## config.mk

```make
export PLATFORM = sky130hd
export DESIGN_NAME = ccu_top
export DESIGN_NICKNAME = d
export VERILOG_FILES = /design/src/verilog/ccu_pkg.sv /design/src/verilog/ccu_top.sv
export SDC_FILE = /design/constraint.sdc
export NUM_CORES = 1
export LEC_CHECK = 0
export BUFFER_PORTS_ARGS = -buffer_cell sky130_fd_sc_hd__buf_2
export CAP_MARGIN = 15
export CORE_UTILIZATION = 40
export DETAILED_ROUTE_END_ITERATION = 10
export PLACE_DENSITY = 0.63
export SYNTH_ARGS = -nofsm -noshare
export SYNTH_HDL_FRONTEND = slang
export SYNTH_SLANG_ARGS = --single-unit
```

## constraint.sdc

```tcl
create_clock -name sys_clk -period 1.8 [get_ports sys_clk]
set_clock_uncertainty 0.15 [all_clocks]
set_input_delay 0.18 -clock sys_clk [delete_from_list [all_inputs] [get_ports sys_clk]]
set_output_delay 0.18 -clock sys_clk [all_outputs]
set_load 0.1 [all_outputs]
```

## src/verilog/ccu_pkg.sv

```systemverilog
// Package with the constants, types and register map of the channel block.
package ccu_pkg;

  // ---------------------------------------------------------------------
  // Bus widths and the request carrier.
  // ---------------------------------------------------------------------
  localparam int ADDR_W = 4;
  localparam int DATA_W = 8;

  // One register bus request, as the master drives it in one cycle.
  typedef struct packed {
    logic [ADDR_W-1:0] addr;
    logic [DATA_W-1:0] wdata;
    logic wr;
    logic rd;
  } ccu_bus_req_type;

  // ---------------------------------------------------------------------
  // Register offsets.
  // ---------------------------------------------------------------------
  localparam logic [ADDR_W-1:0] OFF_CONTROL = 4'h0;
  localparam logic [ADDR_W-1:0] OFF_VALUE_LOW = 4'h1;
  localparam logic [ADDR_W-1:0] OFF_VALUE_HIGH = 4'h2;
  localparam logic [ADDR_W-1:0] OFF_STATUS = 4'h3;
  localparam logic [ADDR_W-1:0] OFF_MASK = 4'h4;
  localparam logic [ADDR_W-1:0] OFF_TIMER_CTRL = 4'h5;
  localparam logic [ADDR_W-1:0] OFF_TIMER_LOW = 4'h6;
  localparam logic [ADDR_W-1:0] OFF_TIMER_HIGH = 4'h7;

  // ---------------------------------------------------------------------
  // Field positions and reset values.
  // ---------------------------------------------------------------------
  localparam int CTRL_W = 6;
  localparam int FLAG_BIT = 0;
  localparam int TIMER_ON_BIT = 0;
  localparam int TIMER_EXT_BIT = 1;
  localparam logic [CTRL_W-1:0] CONTROL_RESET = 6'h00;
  localparam logic [15:0] VALUE_RESET = 16'h0000;
  localparam logic [3:0] PRESCALE_RESET = 4'h0;
  localparam logic [3:0] PRESCALE_MASK_4 = 4'h3;
  localparam logic [3:0] PRESCALE_MASK_16 = 4'hF;
  localparam logic [3:0] PRESCALE_MASK_1 = 4'h0;

  // ---------------------------------------------------------------------
  // Timing: the instruction clock is the system clock divided by four.
  // ---------------------------------------------------------------------
  localparam int SYS_CLK_HZ = 25000000;
  localparam int INSTR_DIV = 4;
  localparam logic [1:0] INSTR_DIV_LAST = 2'(INSTR_DIV - 1);

  // ---------------------------------------------------------------------
  // Channel mode select codes.
  // ---------------------------------------------------------------------
  typedef enum logic [3:0] {
    MODE_OFF = 4'h0,
    MODE_CMP_TOGGLE = 4'h2,
    MODE_CAP_FALL = 4'h4,
    MODE_CAP_RISE = 4'h5,
    MODE_CAP_RISE4 = 4'h6,
    MODE_CAP_RISE16 = 4'h7,
    MODE_CMP_SET = 4'h8,
    MODE_CMP_CLEAR = 4'h9,
    MODE_CMP_SOFT = 4'hA,
    MODE_CMP_TRIGGER = 4'hB
  } ccu_mode_type;

endpackage : ccu_pkg

```

## src/verilog/ccu_top.sv

```systemverilog
// Capture and compare channel with its shared timer and register port.
//
// Design decisions made here: the address map and strobed register access.
`timescale 1ns/1ps
`default_nettype none

module ccu_top (
  input wire logic sys_clk,
  input wire logic rst,
  input wire ccu_pkg::ccu_bus_req_type bus_req,
  output logic [7:0] rd_data,
  input wire logic channel_pin_in,
  output logic channel_pin_out,
  output logic channel_pin_oe,
  input wire logic ext_timer_tick,
  input wire logic sleep,
  output logic special_trigger,
  output logic [15:0] timer_count,
  output logic irq
);

  // ---------------------------------------------------------------------
  // State.
  // ---------------------------------------------------------------------
  logic [ccu_pkg::CTRL_W-1:0] control; // Duty bits and mode select.
  logic [15:0] value; // Channel value pair.
  logic flag; // Sticky channel event flag.
  logic mask; // Interrupt enable for the event flag.
  logic timer_on; // Timer runs.
  logic timer_ext; // Timer counts external ticks.
  logic [15:0] timer; // Shared timer count.
  logic [1:0] div; // Instruction clock divider.
  logic sync1, sync2, pin_d; // Pin synchroniser and edge history.
  logic [3:0] pscnt; // Capture prescaler counter.
  logic out_latch; // Compare output latch.
  logic match_d; // Match seen last cycle.
  logic reset_pend; // Timer reset waits for the next tick.
  logic trig; // Registered special event pulse.

  logic [ccu_pkg::CTRL_W-1:0] next_control;
  logic [15:0] next_value;
  logic next_flag, next_mask, next_timer_on, next_timer_ext;
  logic [15:0] next_timer;
  logic [1:0] next_div;
  logic [3:0] next_pscnt;
  logic next_out_latch, next_match_d, next_reset_pend, next_trig;
  logic [7:0] next_rd_data;

  // Decoded helpers.
  ccu_pkg::ccu_mode_type mode;
  logic is_capture, is_compare, drives_pin;
  logic rise, fall, edge_hit, cap_event, match, cmp_event, advance;
  logic [3:0] ps_mask;

  // ---------------------------------------------------------------------
  // Functions.
  // ---------------------------------------------------------------------
  // A write strobe aimed at one offset.
  function automatic logic wr_at(input ccu_pkg::ccu_bus_req_type r,
                                 input logic [ccu_pkg::ADDR_W-1:0] a);
    wr_at = r.wr && (r.addr == a);
  endfunction : wr_at

  // Merge a byte write into one half of a 16-bit pair.
  function automatic logic [15:0] put_byte(input logic [15:0] old,
                                           input logic [7:0] b,
                                           input logic high);
    put_byte = high ? {b, old[7:0]} : {old[15:8], b};
  endfunction : put_byte

  // ---------------------------------------------------------------------
  // Next-state logic.
  // ---------------------------------------------------------------------
  // All state of the channel except the pin synchroniser is computed here and registered below.
  always_comb begin
    mode = ccu_pkg::ccu_mode_type'(control[3:0]);
    is_capture = (control[3:2] == 2'b01);
    is_compare = (mode == ccu_pkg::MODE_CMP_TOGGLE) ||
                 (mode == ccu_pkg::MODE_CMP_SET) ||
                 (mode == ccu_pkg::MODE_CMP_CLEAR) ||
                 (mode == ccu_pkg::MODE_CMP_SOFT) ||
                 (mode == ccu_pkg::MODE_CMP_TRIGGER);
    // Only toggle, set and clear take control of the pin.
    drives_pin = (mode == ccu_pkg::MODE_CMP_TOGGLE) ||
                 (mode == ccu_pkg::MODE_CMP_SET) ||
                 (mode == ccu_pkg::MODE_CMP_CLEAR);
    // Edges are seen only on the second synchroniser stage.
    rise = sync2 && !pin_d;
    fall = !sync2 && pin_d;
    // The edge chosen by the capture code.
    edge_hit = is_capture &&
               ((mode == ccu_pkg::MODE_CAP_FALL) ? fall : rise);
    // Prescaler mask: every edge, every 4th or every 16th.
    case (mode)
      ccu_pkg::MODE_CAP_RISE4: ps_mask = ccu_pkg::PRESCALE_MASK_4;
      ccu_pkg::MODE_CAP_RISE16: ps_mask = ccu_pkg::PRESCALE_MASK_16;
      default: ps_mask = ccu_pkg::PRESCALE_MASK_1;
    endcase
    // The counter is compared under the mask, so a switch between
    // prescalers keeps its count and may fire early.
    cap_event = edge_hit && ((pscnt & ps_mask) == ps_mask);
    // Continuous equality of the pair against the timer.
    match = is_compare && (timer == value);
    // One event per match episode, so a stalled timer flags only once.
    cmp_event = match && !match_d;
    // Internal ticks stop in sleep; external ticks do not.
    advance = timer_on && (timer_ext ? ext_timer_tick :
              ((div == ccu_pkg::INSTR_DIV_LAST) && !sleep));

    // Prescaler counter: free wrap, zero outside capture.
    if (!is_capture) begin
      next_pscnt = ccu_pkg::PRESCALE_RESET;
    end else if (edge_hit) begin
      next_pscnt = pscnt + 4'h1;
    end else begin
      next_pscnt = pscnt;
    end

    // The divider freezes in sleep so the timer resumes in place.
    if (sleep) begin
      next_div = div;
    end else begin
      next_div = div + 2'h1;
    end

    // Control register: duty bits are stored and read back only.
    next_control = control;
    if (wr_at(bus_req, ccu_pkg::OFF_CONTROL)) begin
      next_control = bus_req.wdata[ccu_pkg::CTRL_W-1:0];
    end

    // Value pair: a capture overwrites whatever was there.
    next_value = value;
    if (cap_event) begin
      next_value = timer;
    end else if (wr_at(bus_req, ccu_pkg::OFF_VALUE_LOW)) begin
      next_value = put_byte(value, bus_req.wdata, 1'b0);
    end else if (wr_at(bus_req, ccu_pkg::OFF_VALUE_HIGH)) begin
      next_value = put_byte(value, bus_req.wdata, 1'b1);
    end

    // Flag: hardware only sets; a written one clears; set wins.
    next_flag = flag;
    if (wr_at(bus_req, ccu_pkg::OFF_STATUS) &&
        bus_req.wdata[ccu_pkg::FLAG_BIT]) begin
      next_flag = 1'b0;
    end
    if (cap_event || cmp_event) begin
      next_flag = 1'b1;
    end

    // Mask register.
    next_mask = mask;
    if (wr_at(bus_req, ccu_pkg::OFF_MASK)) begin
      next_mask = bus_req.wdata[ccu_pkg::FLAG_BIT];
    end

    // Timer control.
    next_timer_on = timer_on;
    next_timer_ext = timer_ext;
    if (wr_at(bus_req, ccu_pkg::OFF_TIMER_CTRL)) begin
      next_timer_on = bus_req.wdata[ccu_pkg::TIMER_ON_BIT];
      next_timer_ext = bus_req.wdata[ccu_pkg::TIMER_EXT_BIT];
    end

    // Compare output latch; turning the channel off forces it low.
    next_out_latch = out_latch;
    if (mode == ccu_pkg::MODE_OFF) begin
      next_out_latch = 1'b0;
    end else if (cmp_event) begin
      case (mode)
        ccu_pkg::MODE_CMP_TOGGLE: next_out_latch = !out_latch;
        ccu_pkg::MODE_CMP_SET: next_out_latch = 1'b1;
        ccu_pkg::MODE_CMP_CLEAR: next_out_latch = 1'b0;
        default: next_out_latch = out_latch;
      endcase
    end
    next_match_d = match;

    // Special trigger: pulse now, reset the timer on its next tick,
    // unless software removes the match in between.
    next_trig = cmp_event && (mode == ccu_pkg::MODE_CMP_TRIGGER);
    next_reset_pend = reset_pend;
    if (next_trig) begin
      next_reset_pend = 1'b1;
    end else if (advance || !match) begin
      next_reset_pend = 1'b0;
    end

    // Shared timer count; software writes win over counting.
    next_timer = timer;
    if (wr_at(bus_req, ccu_pkg::OFF_TIMER_LOW)) begin
      next_timer = put_byte(timer, bus_req.wdata, 1'b0);
    end else if (wr_at(bus_req, ccu_pkg::OFF_TIMER_HIGH)) begin
      next_timer = put_byte(timer, bus_req.wdata, 1'b1);
    end else if (advance && match && (reset_pend || next_trig)) begin
      // A tick in the trigger's own cycle already counts as the next one.
      next_timer = ccu_pkg::VALUE_RESET;
    end else if (advance) begin
      next_timer = timer + 16'h0001;
    end

    // Read data for the cycle after the strobe; unmapped reads zero.
    next_rd_data = 8'h00;
    if (bus_req.rd) begin
      case (bus_req.addr)
        ccu_pkg::OFF_CONTROL: next_rd_data = {2'b00, control};
        ccu_pkg::OFF_VALUE_LOW: next_rd_data = value[7:0];
        ccu_pkg::OFF_VALUE_HIGH: next_rd_data = value[15:8];
        ccu_pkg::OFF_STATUS: next_rd_data = {7'h00, flag};
        ccu_pkg::OFF_MASK: next_rd_data = {7'h00, mask};
        ccu_pkg::OFF_TIMER_CTRL: next_rd_data = {6'h00, timer_ext, timer_on};
        ccu_pkg::OFF_TIMER_LOW: next_rd_data = timer[7:0];
        ccu_pkg::OFF_TIMER_HIGH: next_rd_data = timer[15:8];
        default: next_rd_data = 8'h00;
      endcase
    end
  end

  // ---------------------------------------------------------------------
  // Registers.
  // ---------------------------------------------------------------------
  // Every reset source lands here and clears all state.
  always_ff @(posedge sys_clk) begin
    if (rst) begin
      control <= ccu_pkg::CONTROL_RESET;
      value <= ccu_pkg::VALUE_RESET;
      flag <= 1'b0;
      mask <= 1'b0;
      timer_on <= 1'b0;
      timer_ext <= 1'b0;
      timer <= ccu_pkg::VALUE_RESET;
      div <= 2'h0;
      sync1 <= 1'b0;
      sync2 <= 1'b0;
      pin_d <= 1'b0;
      pscnt <= ccu_pkg::PRESCALE_RESET;
      out_latch <= 1'b0;
      match_d <= 1'b0;
      reset_pend <= 1'b0;
      trig <= 1'b0;
      rd_data <= 8'h00;
    end else begin
      control <= next_control;
      value <= next_value;
      flag <= next_flag;
      mask <= next_mask;
      timer_on <= next_timer_on;
      timer_ext <= next_timer_ext;
      timer <= next_timer;
      div <= next_div;
      sync1 <= channel_pin_in;
      sync2 <= sync1;
      pin_d <= sync2;
      pscnt <= next_pscnt;
      out_latch <= next_out_latch;
      match_d <= next_match_d;
      reset_pend <= next_reset_pend;
      trig <= next_trig;
      rd_data <= next_rd_data;
    end
  end

  // Outputs; the enable is a plain combinational decode of the mode.
  assign channel_pin_out = out_latch;
  assign channel_pin_oe = drives_pin;
  assign special_trigger = trig;
  assign timer_count = timer;
  assign irq = flag && mask;
endmodule : ccu_top

`default_nettype wire

```

==> results of run 1 <==
==> through the flow <==
step,cells,util (%),hold WS [ns]
4_1_cts,673,56.4,0.00261
3_3_place_gp,649,52.7,0.253
3_5_place_dp,649,52.7,0.247
6_report,678,58.4,0.0100
5_1_grt,678,58.4,0.0220
2_1_floorplan,446,-,0.158
==> cell families after synthesis <==
logic type | count (synthesis) | synth area share [%]
AOI/OAI and AO/OA | 105 | 20.0
muxes | 6 | 1.71
and+or+nand+nor | 208 | 30.0
adders and majority gates | 3 | 1.05
buffers and inverters | 39 | 5.55
xor gates and xnor gates | 22 | 6.43
DFF | 63 | 35.2
==> worst paths after layout <==
check | startpoint | cells past startpoint | end | slack (ns)
hold / removal | bus_req[8] | 3 | value[6] | 0.01
setup / recovery | value[8] | 7 | timer_count[1] | -0.22
hold reg to reg | sync1 | 1 | sync2 | 0.29
setup reg to reg | value[8] | 7 | timer_count[1] | -0.22
==> report_power, final <==
group          internal [mW]  total, mW  switching, mW
Clock                  0.758       1.32          0.559
Combinational          0.297      0.872          0.575
Sequential              1.44       1.49         0.0446
Total                   2.50       3.68           1.18
==> Yosys cell counts (4+ instances only) <==
cell / n
a21oi_1: 28
a22oi_1: 24
a311oi_1: 17
a31oi_1: 6
and3_1: 12
buf_2: 17
buf_6: 4
clkbuf_1: 14
dfxtp_1: 63
mux2i_1: 5
nand2_1: 57
nand3_1: 31
nand4_1: 7
nor2_1: 43
nor2b_1: 9
nor3_1: 5
nor4_1: 14
o21ai_0: 14
xnor2_1: 5
xnor2_2: 4
xor2_1: 12
==> tightest hold or removal path: stages <==
cell      delay [ns]
buf_2           0.13
nand3_1         0.08
a311oi_1        0.08
==> layout make-up <==
| type | count | area, sq um |
|---|---|---|
| clock buffer | 13 | 170 |
| multi-input combinational | 344 | 2280 |
| clock inverter | 3 | 40.0 |
| tap | 108 | 135 |
| sequential | 63 | 1330 |
| inverter | 1 | 3.75 |
| fill | 835 | 3610 |
| timing repair buffer | 146 | 1110 |
==> layer usage <==
layer,track usage [%],up-vias,share of wire (%)
li1,-,1880,-
met1,33.2,1938,45
met2,42.3,123,48
met3,5.06,15,4.8
met4,6.54,0,1.5
met5,0,-,0
==> what timing repair did <==
action                                  in CTS  in global routing
resized for setup                           10                 20
setup buffers                                2                  1
hold buffers                                 6                  0
endpoints found under the hold margin        6                  0
endpoints found under the setup margin      34                 35
gates cloned                                 0                  4
pin swaps                                    2                 10
==> layout by cell type, fill, tap and decap left out, types with 15 or more instances in the layout <==
cell type   n
dfxtp_1    42
a311oi_1   15
a22oi_1    24
nor2_1     38
a21oi_1    28
nand3_1    30
buf_2      45
buf_4      83
nand2_1    56
dfxtp_4    17
==> state kept, by name, indices dropped and copies added, names as in the netlist, 2 cells and up <==
name         flops
pscnt            4
timer_count     16
div              2
rd_data          8
value           16
control          6
==> results.md, run 1 <==
- Outcome: finished with violations
- Failing checks: setup timing
- Top delay family on crit path: simple AND/OR/NAND/NOR gates
- Pin count of the biggest net entering global routing: 34
- Routed Wire Length: 11.9 mm
- Area Growth Syn to Fin: 41.5%
- Number of H-tree levels: 3
- Final Cycle Share: 112%
- Post-synth ARST share: 0%
- Final Hold Fails: 0
- Syn Area/Cell: ~8 sq um
- Initial DRC count: 300
- DPL Wire Length: 8.44 mm
- Setup CP Type: flip-flop to flip-flop
- Yosys warnings: 0
- Critical-path cell list: xor2_2, or4_4, nor3_2, nand4_1, buf_4, a32oi_1, a211oi_1
- # clock sinks: 63
- # rows: 34
- Max Fclk: 496 MHz
- Latest clock arrival within the worst-skew pair: 0.35 ns
- Ant. Diodes: 0
- DRT antenna net count: 0
- First-pass GRT wire length: 18.9 mm
- Vias in the first global route: 3,721
- Share of cells above drive strength 1: 38.2%
- CTS tree: done
- Initial antenna violation count: 0
- Setup_tns: -3.05 ns
- Slew Viols, Final: 0
- Via/cell ratio: slightly below 6
- RePlAce Congestion: 0.871
- Die ar.: 9340 sq um
- Yosys top cell by area: dfxtp_1
- Crit path time final: slightly above 2 ns
- First-pass DRT Iterations: 8
- GR Overflow Total: 0
- RSZ-0062 raised after global routing: yes
- Root buffer cell: clkbuf_8
- Final setup fails: 21
- Post-synth EDFFs: 0
- Pwr per Cell Area: 725 nW/um^2
- CP Capture Type: flip-flop
- Synth area leaders: dfxtp_1 (35%), nand2_1 (6.0%), a22oi_1 (5.0%), nor2_1 (4.5%), nand3_1 (4.3%)
- Post-placement setup slack: -0.237 ns
- Seq/Total Area, Yosys: 35.2%
- Tot Pwr: between 3 and 4 mW
- Die Ht: 96.6 microns
- DRC: 0
- CP max stage cell: or4_4
- Clock transition at path regs: 0.07 ns
- Number of buffers and inverters on the critical path: 1
- Post-DP Area: 4580 sq um
- Final worst slack: -0.218 ns
- P_leak: just over 2 nW
- Req. time, crit path: 1.87 ns
- Die W: between 90 and 100 microns
- Net count after synthesis: 468
- Routed WL per cell: 17.6 microns
- Synth Instances: 446
- Final #Nets: 587
- Data arrival, critical path: between 2 and 2.5 ns
- Crit path largest cell delay: 0.53 ns
- Count of cell types in the netlist: 60
- #FFs+latches synth: 63
- Top FF cell, synth: dfxtp_1
- CTS max path bufs: 2
- CTS Buf Count: 9
- Synth top area share: 35.2%
- Worst slew pin tran: 0.493 ns
- Rel. slew slack: 67.4%
- Worst setup SP type: flip-flop
- Number of port buffers: 46
- Crit Path Max Fanout: 2
- DR vias: ~4,000
- Num ports: 47
- Initial Util: 41.3%
- Core box area: 8680 sq um
- Gr usage total: 25.3%
- Worst vdd ir: 0.335 mV
- Worst min path class: input pin to flip-flop
- Max Cap Viol: 0
- Mapped cell area: approximately 3600 sq um
- Final Cell Area: between 5000 and 6000 sq um
Note: power is estimated with default switching activity, not from simulation.
==> run 2: changes to the inputs <==
- CELL_PAD_IN_SITES_DETAIL_PLACEMENT: default -> 0
- CELL_PAD_IN_SITES_GLOBAL_PLACEMENT: default -> 2
- CORE_UTILIZATION: 40 -> 31
- PLACE_DENSITY: 0.63 -> 0.78
==> run 2 against run 1 <==
The flow still finishes with violations (setup timing). Critical endpoint unchanged. Core utilization decreased by 9.6 points. Largest cell class unchanged. Register-to-register slack got worse by 0.04 ns. Critical path type unchanged. Hold slack improved by 0.036 ns. Global-route usage decreased by 2.5 points. Final cell count increased by 5.8%. Via count decreased by 0.48%.
==> results.md, run 2 (synthesis results as in run 1) <==
- Outcome: finished with violations
- Failing checks: setup timing
- Share of cells above drive strength 1: around 43%
- Hold path depth: 3
- R2R cell count: 7
- Worst slew pin tran: just under 0.5 ns
- Crit Path Max Fanout: 4
- First-pass GRT wire length: 20.2 mm
- Data arrival, critical path: 2.11 ns
- Crit path time final: around 2.1 ns
- Most frequent cells in the layout: buf_4 (91), nand2_1 (56), dfxtp_1 (45), buf_2 (45), nor2_1 (31)
- Setup CP Type: flip-flop to flip-flop
- Rel. slew slack: 67.5%
- Post-DP Area: about 4700 sq um
- Routed Wire Length: around 13 mm
- Pwr per Cell Area: approximately 750 nW/um^2
- Ant. Diodes: 0
- Slew Viols, Final: 0
- RePlAce Congestion: between 0.8 and 0.9
- Worst min path class: input pin to flip-flop
- Worst reg2reg setup slack: -0.26 ns
- Worst setup SP type: flip-flop
- Vias in the first global route: 3,658
- Die ar.: roughly 12,000 sq um
- Core box area: roughly 11,000 sq um
- Crit path launch: value[8]
- Req. time, crit path: ~1.9 ns
- Critical-path cell list: xor2_2, or4_4, nor3_2, nand4_1, buf_4, a32oi_1, a211oi_1
- R2r endpoint: timer_count[1]
- Via/cell ratio: between 5 and 6
- Crit path largest cell delay: 0.54 ns
- # clock sinks: between 60 and 70
- Worst vdd ir: between 0.5 and 0.6 mV
- Gr usage total: between 20% and 30%
- Initial Util: between 30 and 40%
- Max Fclk: roughly 490 MHz
- Initial antenna violation count: 0
- # rows: 38
- Root buffer cell: clkbuf_16
- Tot Pwr: 4.04 mW
- Reg2reg start: value[8]
- CP Capture Type: flip-flop
- DPL Wire Length: 8.90 mm
- Area occupied by multi-input gates: 2410 sq um
- Number of H-tree levels: 3
- Area Growth Syn to Fin: 50.2%
- Worst hold path endpoint: control[5]
- DRC: 0
- RSZ-0062 raised after global routing: yes
- CTS max path bufs: 2
- Max Cap Viol: 0
- GR Overflow Total: 0
- Worst Hold Launch: bus_req[7]
- Num ports: 47
- CTS Buf Count: 9
- Final Hold Fails: 0
- DR vias: 3,937
- Latest clock arrival within the worst-skew pair: between 0.3 and 0.4 ns
- Die Ht: 109 microns
- Final #Nets: 595
- CTS tree: done
- First-pass DRT Iterations: 5
- Clock transition at path regs: approximately 0.050 ns
- Commonest non-fill, non-tap cell in the layout: buf_4
- Sequential cell area: approximately 1300 sq um
- Final Cycle Share: 114%
- DRT antenna net count: 0
- Pin count of the biggest net entering global routing: 47
- Number of port buffers: 46
- Final worst slack: -0.260 ns
- FILL cells: 1,074
- CP max stage cell: or4_4
- Initial DRC count: 283
- Die W: 109 microns
- Routed WL per cell: ~18 microns
- P_leak: between 2 and 2.5 nW
- Final setup fails: 20
- Final Cell Area: between 5000 and 6000 sq um
run 2: repair_timing:
item	CTS	global route
gates resized for setup	25	34
hold buffers	4	0
endpoints found under the setup margin	34	38
pin swaps	13	15
gates cloned	4	0
endpoints found under the hold margin	4	0
setup buffers	8	3
run 2: area by class of cell:
type,instances,area share (%)
inverters,1,0.0698
clock inverters,4,0.372
well taps,140,3.26
repair buffers,154,22.2
clock buffers,11,4.72
flip-flops and latches,63,24.6
multi-input cells,344,44.8
run 2: worst max path at each step:
stage | to | slack, ns | depth (start not counted)
final | timer_count[1] | -0.26 | 7
after global routing | timer_count[0] | -0.36 | 7
after CTS | timer_count[1] | -0.24 | 7
after detailed placement | timer_count[12] | -0.30 | 8
after global placement | timer_count[11] | -0.28 | 8
after floorplan | channel_pin_out | -0.33 | 7
run 2: metrics by stage:
| stage | hold slack, ns | setup WS, ns | instances | util [%] | TNS, ns |
|---|---|---|---|---|---|
| floorplan | 0.158 | -0.331 | 446 | - | -4.65 |
| global placement | 0.284 | -0.277 | 686 | 42.2 | -2.92 |
| detailed placement | 0.281 | -0.298 | 686 | 42.2 | -3.38 |
| CTS | 0.0309 | -0.241 | 717 | 47.5 | -2.99 |
| global route | 0.0503 | -0.355 | 717 | 48.8 | -6.26 |
| finish | 0.0464 | -0.260 | 717 | 48.8 | -3.40 |
run 2: where the power goes:
part | leakage [nW] | switching, mW | internal [mW]
sequential | 0.523 | 0.0482 | 1.44
combinational | 1.48 | 0.595 | 0.316
clock | 0.140 | 0.638 | 0.998
run 2: layer usage:
metal  routed length, microns  part of all wire [%]  track usage, %
met1                     6040                    46            30.6
met2                     6230                    47            37.6
met3                      666                   5.1            3.85
met4                      187                   1.4            6.38
met5                        0                     0               0
run 2: worst max-delay path: cells and delay by family (launching register included):
kind	cells	cell delay [ns]
buf+inv	1	0.20
simple gates	3	0.83
compound gates	2	0.25
xor+xnor	1	0.18
flops	1	0.33
